===== config.mk =====
export PLATFORM = sky130hd
export DESIGN_NAME = pac_picture_adjust
export DESIGN_NICKNAME = d
export VERILOG_FILES = /design/src/hw/pac_pkg.sv /design/src/hw/pac_band_gain.sv /design/src/hw/pac_picture_adjust.sv
export SDC_FILE = /design/constraint.sdc
export NUM_CORES = 1
export LEC_CHECK = 0
export ABC_AREA = 1
export ABC_CLOCK_PERIOD_IN_PS = 7800
export BUFFER_PORTS_ARGS = -buffer_cell sky130_fd_sc_hd__buf_4
export CAP_MARGIN = 0
export CORE_MARGIN = 5
export CORE_UTILIZATION = 35
export CTS_BUF_LIST = sky130_fd_sc_hd__clkbuf_4
export DETAILED_ROUTE_END_ITERATION = 10
export HOLD_SLACK_MARGIN = 0.15
export PLACE_DENSITY = 0.54
export SETUP_SLACK_MARGIN = 0.1
export SLEW_MARGIN = 5
export SYNTH_ARGS = -nofsm -noshare
export SYNTH_HDL_FRONTEND = slang
export SYNTH_HIERARCHICAL = 1
export SYNTH_SLANG_ARGS = --single-unit

===== constraint.sdc =====
create_clock -name clock -period 7.8 [get_ports clock]
set_input_delay 0.78 -clock clock [delete_from_list [all_inputs] [get_ports clock]]
set_output_delay 0.78 -clock clock [all_outputs]
set_load 0.005 [all_outputs]

===== src/hw/pac_pkg.sv =====
// package: register map, field layout, reset values and carriers for picture adjust
package pac_pkg;
   // register offsets (serial-port destination addresses)
   localparam logic [7:0] PAC_HUE_OFFSET     = 8'h03;
   localparam logic [7:0] PAC_SHARP_OFFSET   = 8'h04;
   localparam logic [7:0] PAC_SAT_OFFSET     = 8'h05;
   localparam logic [7:0] PAC_RATIO_LO_OFFSET = 8'h06;
   localparam logic [7:0] PAC_RATIO_HI_OFFSET = 8'h07;
   // reset values
   localparam logic [7:0] PAC_HUE_RESET      = 8'h00;
   localparam logic [7:0] PAC_SHARP_RESET    = 8'h00;
   localparam logic [7:0] PAC_SAT_RESET      = 8'h9D;
   localparam logic [7:0] PAC_RATIO_LO_RESET = 8'hC1;
   localparam logic [7:0] PAC_RATIO_HI_RESET = 8'h87;
   // sharpness field positions (low bit of each two-bit field)
   localparam int PAC_HF_POS  = 6;
   localparam int PAC_MF_POS  = 4;
   localparam int PAC_LF_POS  = 2;
   localparam int PAC_VHF_POS = 0;
   // band gain codes
   localparam logic [1:0] PAC_GAIN_X1   = 2'h0;
   localparam logic [1:0] PAC_GAIN_X2   = 2'h1;
   localparam logic [1:0] PAC_GAIN_X4   = 2'h2;
   localparam logic [1:0] PAC_GAIN_ZERO = 2'h3;
   // hue step: quarter degree per count
   localparam logic [7:0] PAC_HUE_STEPS_PER_DEG = 8'h04;
   // register write request from the serial port
   typedef struct packed {
      logic       write;
      logic [7:0] addr;
      logic [7:0] data;
   } pac_wr_type;
   // one pixel: luma bands and chroma pair (signed, 128-offset removed)
   typedef struct packed {
      logic              valid;
      logic signed [8:0] lumaBase;
      logic signed [8:0] lumaHigh;
      logic signed [8:0] lumaMid;
      logic signed [8:0] lumaLow;
      logic signed [8:0] lumaVert;
      logic signed [7:0] cb;
      logic signed [7:0] cr;
      logic signed [7:0] cosHue;
      logic signed [7:0] sinHue;
   } pac_pix_type;
   typedef struct packed {
      logic       valid;
      logic [7:0] luma;
      logic [7:0] cb;
      logic [7:0] cr;
   } pac_out_type;
endpackage : pac_pkg


===== src/hw/pac_band_gain.sv =====
// one luminance band scaled by a two-bit enhancement code
`timescale 1ns/100ps
`default_nettype none
module pac_band_gain (
   // band sample and code
   input  wire logic signed [8:0]  band,
   input  wire logic        [1:0]  code,
   input  wire logic               vertical,
   // scaled band
   output logic signed [11:0] scaled
);
   import pac_pkg::*;
   // vertical band only knows pass and zero; reserved codes pass through
   always_comb begin
      case (code)
         PAC_GAIN_X1:   scaled = 12'(band);
         PAC_GAIN_X2:   scaled = vertical ? 12'(band) : 12'(band) <<< 1;
         PAC_GAIN_X4:   scaled = vertical ? 12'(band) : 12'(band) <<< 2;
         PAC_GAIN_ZERO: scaled = 12'sh000;
         default:       scaled = 12'(band);
      endcase
   end
endmodule : pac_band_gain
`default_nettype wire


===== src/hw/pac_picture_adjust.sv =====
// picture adjust controls: hue, sharpness, saturation registers and pixel arithmetic
// Notes on behaviour
// - hue register is signed two's complement, +127 to -128 counts.
// - chroma pair rotated by hue count times a quarter degree.
// - bits 7-6 scale horizontal high band by 1, 2, 4 or zero.
// - bits 5-4 scale middle band by 1, 2, 4 or zero.
// - bits 3-2 scale low band by 1, 2, 4 or zero.
// - bits 1-0 pass or remove vertical high band; host avoids codes 01, 10.
// - chroma multiplied by saturation, unsigned fraction 0 to 1.9921875.
// - ratio low byte supplies weights two to minus nine through minus sixteen.
// - ratio low byte resets to the 4 x 3.579545 MHz / 27 MHz value.
// - ratio upper byte comes from companion register, weights half to 1/256.
`timescale 1ns/100ps
`default_nettype none
module pac_picture_adjust (
   // clock and reset
   input  wire logic               clock,
   input  wire logic               reset_n,
   // register writes from the serial port
   input  wire pac_pkg::pac_wr_type regWrite,
   input  wire logic        [7:0]  readAddr,
   // pixel in
   input  wire pac_pkg::pac_pix_type pixIn,
   // register read data and pixel out
   output logic        [7:0]  readData,
   output var pac_pkg::pac_out_type pixOut,
   output logic       [15:0]  chromaRatio,
   output logic signed [7:0]  hueCount
);
   import pac_pkg::*;

   typedef struct packed {
      logic [7:0]  hue;
      logic [7:0]  sharp;
      logic [7:0]  sat;
      logic [7:0]  ratioLo;
      logic [7:0]  ratioHi;
      logic [7:0]  rdData;
      pac_out_type pix;
   } pac_state_type;

   pac_state_type state_reg;
   pac_state_type state_next;

   logic signed [11:0] highScaled;
   logic signed [11:0] midScaled;
   logic signed [11:0] lowScaled;
   logic signed [11:0] vertScaled;
   logic signed [17:0] lumaTotal;

   // clip a signed sum to the legal 8-bit sample range
   function automatic logic [7:0] clipU8(input logic signed [17:0] v);
      if (v < 18'sd0)
         clipU8 = 8'h00;
      else if (v > 18'sd255)
         clipU8 = 8'hFF;
      else
         clipU8 = v[7:0];
   endfunction : clipU8

   // signed chroma back to offset-binary, clipped
   function automatic logic [7:0] clipChroma(input logic signed [17:0] v);
      clipChroma = clipU8(v + 18'sd128);
   endfunction : clipChroma

   // band scaling, one instance per band
   pac_band_gain uHigh (.band(pixIn.lumaHigh), .code(state_reg.sharp[PAC_HF_POS+:2]),
                        .vertical(1'b0), .scaled(highScaled));
   pac_band_gain uMid  (.band(pixIn.lumaMid),  .code(state_reg.sharp[PAC_MF_POS+:2]),
                        .vertical(1'b0), .scaled(midScaled));
   pac_band_gain uLow  (.band(pixIn.lumaLow),  .code(state_reg.sharp[PAC_LF_POS+:2]),
                        .vertical(1'b0), .scaled(lowScaled));
   pac_band_gain uVert (.band(pixIn.lumaVert), .code(state_reg.sharp[PAC_VHF_POS+:2]),
                        .vertical(1'b1), .scaled(vertScaled));

   // luma total before clipping, shared by the pixel path and its checks
   assign lumaTotal = 18'(pixIn.lumaBase) + 18'(highScaled) + 18'(midScaled)
                    + 18'(lowScaled) + 18'(vertScaled);

   // next state: register writes, readback, pixel arithmetic
   always_comb begin
      logic signed [17:0] lumaSum;
      logic signed [17:0] cbRot;
      logic signed [17:0] crRot;
      logic signed [17:0] cbSat;
      logic signed [17:0] crSat;
      lumaSum = 18'sh00000;
      cbRot = 18'sh00000;
      crRot = 18'sh00000;
      cbSat = 18'sh00000;
      crSat = 18'sh00000;
      state_next = state_reg;
      if (regWrite.write) begin
         case (regWrite.addr)
            PAC_HUE_OFFSET:      state_next.hue = regWrite.data;
            PAC_SHARP_OFFSET:    state_next.sharp = regWrite.data;
            PAC_SAT_OFFSET:      state_next.sat = regWrite.data;
            PAC_RATIO_LO_OFFSET: state_next.ratioLo = regWrite.data;
            PAC_RATIO_HI_OFFSET: state_next.ratioHi = regWrite.data;
            default:             state_next.hue = state_reg.hue;
         endcase
      end
      // readback shows stored values; unmapped reads as zero
      case (readAddr)
         PAC_HUE_OFFSET:      state_next.rdData = state_reg.hue;
         PAC_SHARP_OFFSET:    state_next.rdData = state_reg.sharp;
         PAC_SAT_OFFSET:      state_next.rdData = state_reg.sat;
         PAC_RATIO_LO_OFFSET: state_next.rdData = state_reg.ratioLo;
         PAC_RATIO_HI_OFFSET: state_next.rdData = state_reg.ratioHi;
         default:             state_next.rdData = 8'h00;
      endcase
      // luma: base plus scaled bands, clipped rather than wrapped
      lumaSum = lumaTotal;
      // hue rotation: the sin/cos pair (Q1.6) for hue count * 0.25 deg is
      // supplied with the pixel by the demodulator's phase table
      cbRot = (18'(pixIn.cb) * 18'(pixIn.cosHue) + 18'(pixIn.cr) * 18'(pixIn.sinHue)) >>> 6;
      crRot = (18'(pixIn.cr) * 18'(pixIn.cosHue) - 18'(pixIn.cb) * 18'(pixIn.sinHue)) >>> 6;
      // saturation: unsigned Q1.7, clamp rotated value before multiply
      cbSat = (18'(signed'(clipChroma(cbRot) ^ 8'h80)) * $signed({10'h000, state_reg.sat})) >>> 7;
      crSat = (18'(signed'(clipChroma(crRot) ^ 8'h80)) * $signed({10'h000, state_reg.sat})) >>> 7;
      state_next.pix.valid = pixIn.valid;
      state_next.pix.luma = clipU8(lumaSum);
      state_next.pix.cb = clipChroma(cbSat);
      state_next.pix.cr = clipChroma(crSat);
   end

   // single state register; reset brings every control to its defined value
   always_ff @(posedge clock or negedge reset_n) begin
      if (!reset_n) begin
         state_reg.hue <= PAC_HUE_RESET;
         state_reg.sharp <= PAC_SHARP_RESET;
         state_reg.sat <= PAC_SAT_RESET;
         state_reg.ratioLo <= PAC_RATIO_LO_RESET;
         state_reg.ratioHi <= PAC_RATIO_HI_RESET;
         state_reg.rdData <= 8'h00;
         state_reg.pix <= '0;
      end else begin
         state_reg <= state_next;
      end
   end

   // outputs straight from flops
   assign readData = state_reg.rdData;
   assign pixOut = state_reg.pix;
   assign chromaRatio = {state_reg.ratioHi, state_reg.ratioLo};
   assign hueCount = signed'(state_reg.hue);

   // assertions
   a_ratio_reset_value: assert property (@(posedge clock) $rose(reset_n) |-> chromaRatio[7:0] == PAC_RATIO_LO_RESET)
      else $error("ratio low byte not at reset value");
   a_ratio_low_write: assert property (@(posedge clock) disable iff (!reset_n)
      regWrite.write && regWrite.addr == PAC_RATIO_LO_OFFSET |=> chromaRatio[7:0] == $past(regWrite.data))
      else $error("ratio low byte write lost");
   a_ratio_high_write: assert property (@(posedge clock) disable iff (!reset_n)
      regWrite.write && regWrite.addr == PAC_RATIO_HI_OFFSET |=> chromaRatio[15:8] == $past(regWrite.data))
      else $error("ratio high byte write lost");
   a_hue_sign: assert property (@(posedge clock) disable iff (!reset_n)
      regWrite.write && regWrite.addr == PAC_HUE_OFFSET && regWrite.data[7] |=> hueCount < 0)
      else $error("hue sign bit not negative");
   a_high_zero: assert property (@(posedge clock) disable iff (!reset_n)
      state_reg.sharp[7:6] == PAC_GAIN_ZERO |-> highScaled == 12'sh000)
      else $error("high band not zeroed");
   a_mid_gain: assert property (@(posedge clock) disable iff (!reset_n)
      state_reg.sharp[5:4] == PAC_GAIN_X2 |-> midScaled == 12'(pixIn.lumaMid) * 12'sd2)
      else $error("middle band gain wrong");
   a_low_gain: assert property (@(posedge clock) disable iff (!reset_n)
      state_reg.sharp[3:2] == PAC_GAIN_X4 |-> lowScaled == 12'(pixIn.lumaLow) * 12'sd4)
      else $error("low band gain wrong");
   a_vert_pass: assert property (@(posedge clock) disable iff (!reset_n)
      state_reg.sharp[1:0] == PAC_GAIN_X1 |-> vertScaled == 12'(pixIn.lumaVert))
      else $error("vertical band not passed");
   a_sat_zero: assert property (@(posedge clock) disable iff (!reset_n)
      state_reg.sat == 8'h00 && pixIn.valid |=> pixOut.cb == 8'h80 && pixOut.cr == 8'h80)
      else $error("zero saturation left chroma");
   a_hue_identity: assert property (@(posedge clock) disable iff (!reset_n)
      pixIn.valid && pixIn.sinHue == 8'sh00 && pixIn.cosHue == 8'sh40 && state_reg.sat == 8'h80
      |=> pixOut.cb == $past(pixIn.cb) + 8'h80)
      else $error("zero hue changed chroma");
   a_luma_clip: assert property (@(posedge clock) disable iff (!reset_n)
      pixIn.valid && lumaTotal > 18'sd255 |=> pixOut.luma == 8'hFF)
      else $error("luma wrapped instead of clipping");
   a_luma_floor: assert property (@(posedge clock) disable iff (!reset_n)
      pixIn.valid && lumaTotal < 18'sd0 |=> pixOut.luma == 8'h00)
      else $error("negative luma not clipped to zero");

   // control writes land one cycle later
   a_hue_write: assert property (@(posedge clock) disable iff (!reset_n)
      regWrite.write && regWrite.addr == PAC_HUE_OFFSET |=> hueCount == signed'($past(regWrite.data)))
      else $error("hue write lost");
   a_sat_write: assert property (@(posedge clock) disable iff (!reset_n)
      regWrite.write && regWrite.addr == PAC_SAT_OFFSET |=> state_reg.sat == $past(regWrite.data))
      else $error("saturation write lost");
   a_sharp_write: assert property (@(posedge clock) disable iff (!reset_n)
      regWrite.write && regWrite.addr == PAC_SHARP_OFFSET |=> state_reg.sharp == $past(regWrite.data))
      else $error("sharpness write lost");

   // band gains against the code table
   a_high_gain: assert property (@(posedge clock) disable iff (!reset_n)
      state_reg.sharp[7:6] == PAC_GAIN_X4 |-> highScaled == 12'(pixIn.lumaHigh) * 12'sd4)
      else $error("high band gain wrong");
   a_mid_zero: assert property (@(posedge clock) disable iff (!reset_n)
      state_reg.sharp[5:4] == PAC_GAIN_ZERO |-> midScaled == 12'sh000)
      else $error("middle band not zeroed");
   a_low_pass: assert property (@(posedge clock) disable iff (!reset_n)
      state_reg.sharp[3:2] == PAC_GAIN_X1 |-> lowScaled == 12'(pixIn.lumaLow))
      else $error("low band not passed");
   a_vert_zero: assert property (@(posedge clock) disable iff (!reset_n)
      state_reg.sharp[1:0] == PAC_GAIN_ZERO |-> vertScaled == 12'sh000)
      else $error("vertical band not removed");

   // readback and hold: the ratio feeds the chroma loop, so it must not drift
   a_read_hue: assert property (@(posedge clock) disable iff (!reset_n)
      readAddr == PAC_HUE_OFFSET |=> readData == $past(state_reg.hue))
      else $error("hue readback wrong");
   a_read_ratio: assert property (@(posedge clock) disable iff (!reset_n)
      readAddr == PAC_RATIO_LO_OFFSET |=> readData == $past(chromaRatio[7:0]))
      else $error("ratio low readback wrong");
   a_ratio_hold: assert property (@(posedge clock) disable iff (!reset_n)
      !(regWrite.write && (regWrite.addr == PAC_RATIO_LO_OFFSET || regWrite.addr == PAC_RATIO_HI_OFFSET))
      |=> $stable(chromaRatio))
      else $error("ratio changed without a write");
   a_hue_hold: assert property (@(posedge clock) disable iff (!reset_n)
      !(regWrite.write && regWrite.addr == PAC_HUE_OFFSET) |=> $stable(hueCount))
      else $error("hue changed without a write");
endmodule : pac_picture_adjust
`default_nettype wire


# Word level (Yosys, flattened, before mapping)
# Cells that the tools add are included.
[word_totals] regBits=73 input_bits=105 out_inout_bits=57 elab_cells=85
[classes] n_addsub=10 n_mul=6 magnitude_cmp=10 n_eq_ne=22 muxes=15 bitwise=2 reduce_logical=10
[op_table] op="case mux 12 bit (4 select lines)" count=3
[op_table] op="two-way mux 8 bit" count=10
[op_table] op="equality test 8 x 3 -> 1 bit (second input constant)" count=8
[op_table] op="multiplier 8 x 8 -> 16 bit" count=4
[op_table] op="case mux 8 bit (5 select lines)" count=1
[op_table] op="multiplier 8 x 9 -> 17 bit" count=2
[op_table] op="adder 11 x 9 -> 12 bit (second input constant)" count=2
[op_table] op="> comparator 12 x 9 -> 1 bit (second input constant)" count=2
[op_table] op="less-than comparator 12 x 1 -> 1 bit (second input constant)" count=2
[op_table] op="case mux 12 bit (2 select lines)" count=1
[op_table] op="adder 10 x 9 -> 11 bit (second input constant)" count=2
[op_table] op="> comparator 11 x 9 -> 1 bit (second input constant)" count=2
[op_table] op="less-than comparator 11 x 1 -> 1 bit (second input constant)" count=2
[op_table] op="adder 16 x 16 -> 17 bit" count=1
[op_table] op="subtractor 16 x 16 -> 17 bit" count=1
[op_table] op="adder 15 x 12 -> 16 bit" count=1
[op_table] op="equality test 2 bit (second input constant)" count=8
[op_table] op="equality test 8 x 2 -> 1 bit (second input constant)" count=2
[op_table] op="> comparator 16 x 9 -> 1 bit (second input constant)" count=1
[op_table] op="less-than comparator 16 x 1 -> 1 bit (second input constant)" count=1
[op_table] op="adder 14 x 12 -> 15 bit" count=1
[op_table] op="adder 13 x 12 -> 14 bit" count=1
[op_table] op="adder 9 x 12 -> 13 bit" count=1
[op_table] op="AND reduction 2 bit" count=5
[op_table] op="other kinds (4)" count=11

# Logic depth before layout (Yosys ltp)
[depth] word_depth=12 ltp_mapped=59 depth_no_buf=57

# Cells and area by module
# Netlist, hierarchy kept.
[by_module_without_submodules] module="pac_picture_adjust" n_inst=1 cells_per_inst=2715 area_per_inst_um2=21027.7 seq_area_each_um2=1841.8
[by_module_without_submodules] module="pac_band_gain" n_inst=4 cells_per_inst=79 area_per_inst_um2=342.8 seq_area_each_um2=0.0

# Worst setup path after synthesis
# OpenSTA, ideal clock, no wires.
[synth_path] kind="input to register" startpoint="input pixIn[1] (netlist name)" endpoint="register state_reg (netlist bit pixOut[10])" setup_ns=0.072 t_arrival_ns=10.774 required_time_ns=7.728 setup_slack_ns=-3.045 stages=47 n_path_buf=2 path_cell_list="clkbuf_1 -> clkbuf_1 -> nand2_1 -> inv_1 -> fa_1 -> fa_1 -> fa_1 -> fa_1 -> fa_1 -> inv_1 -> fa_1 -> inv_1 -> ha_1 -> a21oi_1 -> o21ai_0 -> a21oi_1 -> nand3_1 -> nand2_2 -> (+11 left out) -> inv_1 -> fa_1 -> inv_1 -> fa_1 -> inv_1 -> ha_1 -> a21oi_1 -> o21a_1 -> nand3b_1 -> nand3_1 -> a21o_1 -> xor2_1 -> inv_1 -> ha_1 -> or2_2 -> nand4_1 -> nor2_1 -> nor2_1"
[synth_rtl] item="from (decl)" line="pac_picture_adjust.sv:23" source="input wire pac_pkg::pac_pix_type pixIn,"
[synth_rtl] item="to (signal assigned)" line="pac_picture_adjust.sv:138" source="state_reg <= state_next;"
[synth_rtl] item="to (decl)" line="pac_picture_adjust.sv:42" source="pac_state_type state_reg;"

==> impl_metrics.tcl <==
set metrics [dict create \
    run_status "complete, but fails checks" \
    failing_checks "negative setup slack" \
    drt-initial-drc-count 924 \
    postLayoutCellArea_sq_mm 0.0283 \
    dpl-instance-area_sq_mm 0.0268 \
    tritoncts "yes" \
    die_w_um 263 \
    final_layout_size_suffix_gt1_frac 0.246 \
    count_of_buffers_inserted_at_the_top_level_ports 161 \
    worst-setup-path-type "in -> reg" \
    design.final.nets 4143 \
    die_outline_area_sq_mm 0.0692 \
    htree_num_levels 3 \
    clk-insertion-delay-late_ns 0.46 \
    synth-async-reset-ratio 1.00 \
    ys_top_cells_by_area "sky130_fd_sc_hd__fa_1, sky130_fd_sc_hd__nand2_1, sky130_fd_sc_hd__inv_1, sky130_fd_sc_hd__ha_1, sky130_fd_sc_hd__dfrtp_1" \
    worst_clock_skew_ns 0.0274 \
    first_pass_grt_wire_length_um 103000 \
    crit_arrival_ns 10.74 \
    tightest_slew_ns 1.20 \
    main_combinational_cell_family_by_area_after_synthesis "adder cells" \
    grt_start_max_net_pins 74 \
    post-synth-top-area-cell "sky130_fd_sc_hd__fa_1" \
    synth-compound-area-share 0.0459 \
    adder_cell_area_share_of_the_yosys_netlist 0.461 \
    setup_viol 16 \
    ios 162 \
    worstSetupEndpointType "register" \
    gpl.final_weighted_congestion 0.852 \
    route.vias.total 19200 \
    yosys.area.top_type_share 0.344 \
    fmax_mhz 96.6 \
    min_period_over_period 1.33 \
    row_count 92 \
    synthesis.area_sq_mm 0.0224 \
    max_slew_margin 0.194 \
    crit_path_max_fanout 8 \
    numCtsBuffers 9 \
    ant_nets 0 \
    grt.total_usage 0.178 \
    rsz0062_at_grt "true" \
    drt_drc_violations_left 0 \
    clock_tree.root_cell "sky130_fd_sc_hd__clkbuf_4" \
    number_of_flip_flops_under_the_largest_register_name 25 \
    finalWorstSetupSlack_ns -2.55 \
    synth_seq_area_share 0.0822 \
    final_hold_viol_count 0 \
    min_period_ns 10.35 \
    initial_antenna_violation_count 3 \
    worst_hold_path_type "in -> async" \
    netlist-cell-type-count 45 \
    yosys_most_used_dff "sky130_fd_sc_hd__dfrtp_1" \
    floorplan.initialDensity 0.354 \
    dpl.hpwl_um 52000 \
    clock_tree.buffer_depth 2 \
    cts.reportedPaths.clkPinSlew_ns 0.14 \
    area_growth_pct 26.3 \
    finalWirelength_um 60600 \
    hold_buffers 0 \
    detail_route.wl_per_cell_um 14.1 \
    avgSynthCellArea_sq_um 7.39 \
    first_global_vias 20200 \
    ys_ff_latch 73 \
    cpMaxStageDelayCell "sky130_fd_sc_hd__fa_2" \
    synthMuxAreaShare 0 \
    synth_enable_flop_cells 0 \
    clock_sinks 73 \
    drtPass1Iterations 5 \
    yosys_warnings 6 \
    timing.max_cap.violations 0 \
    slowest_delay_ns 0.59 \
    synth_simple_gate_area_frac 0.232 \
    die_boundary_height_um 263 \
    cp-start-kind "primary input" \
    synth_xor_xnor_area_share 0.0196 \
    final_cell_count_no_fill 4296 \
    avgViaCountPerCell 4.47 \
    worstPathRequired_ns 8.18 \
    global_route.overflow_total 0 \
    count_of_mapped_cells_out_of_synthesis 3031 \
    report.final.slew_viol_count 0 \
    core_region_area_sq_mm 0.0632 \
    dp_cells 4225 \
]
-- worst max-delay path, delay by kind of cell --
kind	cells	cell delay (ns)
XOR/XNOR	1	0.18
buffers and inverters	14	1.07
AO/OA/AOI/OAI	3	0.40
AND/OR/NAND/NOR	23	2.12
adder cells (fa/ha/maj)	14	6.12
-- cell usage in the layout, fill, tap and decap left out, types with 19 or more instances in the layout --
master	instances
sky130_fd_sc_hd__nand2_1	776
sky130_fd_sc_hd__inv_1	691
sky130_fd_sc_hd__buf_4	504
sky130_fd_sc_hd__fa_1	374
sky130_fd_sc_hd__ha_1	180
sky130_fd_sc_hd__nor2_1	166
sky130_fd_sc_hd__nand3_1	106
sky130_fd_sc_hd__o21ai_0	63
sky130_fd_sc_hd__dfrtp_1	61
sky130_fd_sc_hd__a21oi_1	49
sky130_fd_sc_hd__nand2_2	44
sky130_fd_sc_hd__inv_2	44
sky130_fd_sc_hd__nand3_2	41
sky130_fd_sc_hd__xnor2_1	27
sky130_fd_sc_hd__ha_4	26
sky130_fd_sc_hd__nor2_2	22
sky130_fd_sc_hd__xor2_1	20
sky130_fd_sc_hd__nand2_4	19
sky130_fd_sc_hd__nor2_4	19
-- worst paths after layout --
check,from,end,slack [ns],depth (start not counted)
max,pixIn[15],pixOut[11]$_DFF_PN0_,-2.55,55
min,reset_n,pixOut[17]$_DFF_PN0_,0.43,1
max reg2reg,state_reg[56]$_DFFE_PN1P_,pixOut[11]$_DFF_PN0_,2.06,25
min reg2reg,chromaRatio[9]$_DFFE_PN1P_,chromaRatio[9]$_DFFE_PN1P_,0.52,2
max in group asynchronous,reset_n,pixOut[2]$_DFF_PN0_,6.71,1
min in group clock,pixIn[77],pixOut[24]$_DFF_PN0_,0.43,1
-- metrics by stage --
step | utilization | worst slack (ns) | hold WS (ns) | setup TNS (ns)
after floorplan | - | -2.59 | 0.461 | -40.92
after global placement | 0.424 | -3.33 | 0.477 | -52.92
after detailed placement | 0.424 | -3.41 | 0.491 | -53.95
after CTS | 0.437 | -2.44 | 0.386 | -38.21
after global routing | 0.448 | -3.01 | 0.383 | -47.42
final | 0.448 | -2.55 | 0.429 | -40.30
-- routing by layer --
| layer | up-vias | track usage | routed length, um |
|---|---|---|---|
| met5 | - | 0 | 27 |
| met4 | 4 | 0.0259 | 910 |
| met3 | 69 | 0.0207 | 1910 |
| met2 | 274 | 0.319 | 30400 |
| met1 | 9142 | 0.238 | 27400 |
| li1 | 9704 | - | - |
-- Yosys cell counts, types with 5 or more instances --
cell type / number
sky130_fd_sc_hd__nand3_2: 14
sky130_fd_sc_hd__dfstp_2: 12
sky130_fd_sc_hd__nor2_4: 10
sky130_fd_sc_hd__o21a_1: 5
sky130_fd_sc_hd__nand3_1: 139
sky130_fd_sc_hd__inv_2: 11
sky130_fd_sc_hd__nor2_1: 193
sky130_fd_sc_hd__a21o_1: 9
sky130_fd_sc_hd__inv_1: 730
sky130_fd_sc_hd__buf_4: 62
sky130_fd_sc_hd__nor4_1: 6
sky130_fd_sc_hd__nand3b_1: 10
sky130_fd_sc_hd__o21ai_1: 5
sky130_fd_sc_hd__nand2_1: 825
sky130_fd_sc_hd__o211ai_1: 5
sky130_fd_sc_hd__a21oi_1: 72
sky130_fd_sc_hd__nand2_2: 14
sky130_fd_sc_hd__xnor2_1: 28
sky130_fd_sc_hd__dfrtp_1: 61
sky130_fd_sc_hd__nand4_1: 11
sky130_fd_sc_hd__fa_1: 385
sky130_fd_sc_hd__buf_2: 6
sky130_fd_sc_hd__o21ai_0: 72
sky130_fd_sc_hd__nor3_1: 8
sky130_fd_sc_hd__ha_1: 209
sky130_fd_sc_hd__or2_2: 5
sky130_fd_sc_hd__xor2_1: 22
sky130_fd_sc_hd__clkbuf_1: 64
-- layout make-up --
| cell class | instances | area (sq um) |
|---|---|---|
| clock buffers | 9 | 67.6 |
| repair buffers | 534 | 4240 |
| well taps | 846 | 1060 |
| clock inverters | 7 | 92.6 |
| flip-flops and latches | 73 | 1840 |
| inverters | 745 | 2810 |
| diodes | 1 | 2.50 |
| multi-input cells | 2081 | 18200 |
| fillers | 6452 | 34900 |
-- logic make-up (layout without fill, tap and decap cells) --
family          Yosys count  in the layout
buf+inv                 883           1295
other cells               2              9
xor+xnor                 50             50
fa+ha+maj               594            594
simple gates           1246           1246
compound gates          183            183
flops                    73             73
-- repair_timing --
item | in CTS | in global routing
endpoints found under the setup margin | 16 | 16
pin swaps | 55 | 72
gates resized for setup | 99 | 131
buffers inserted | 35 | 20
Power is left out: the tool's default activity adds up to more than one toggle a clock period on the data nets, which glitch-free logic cannot reach.
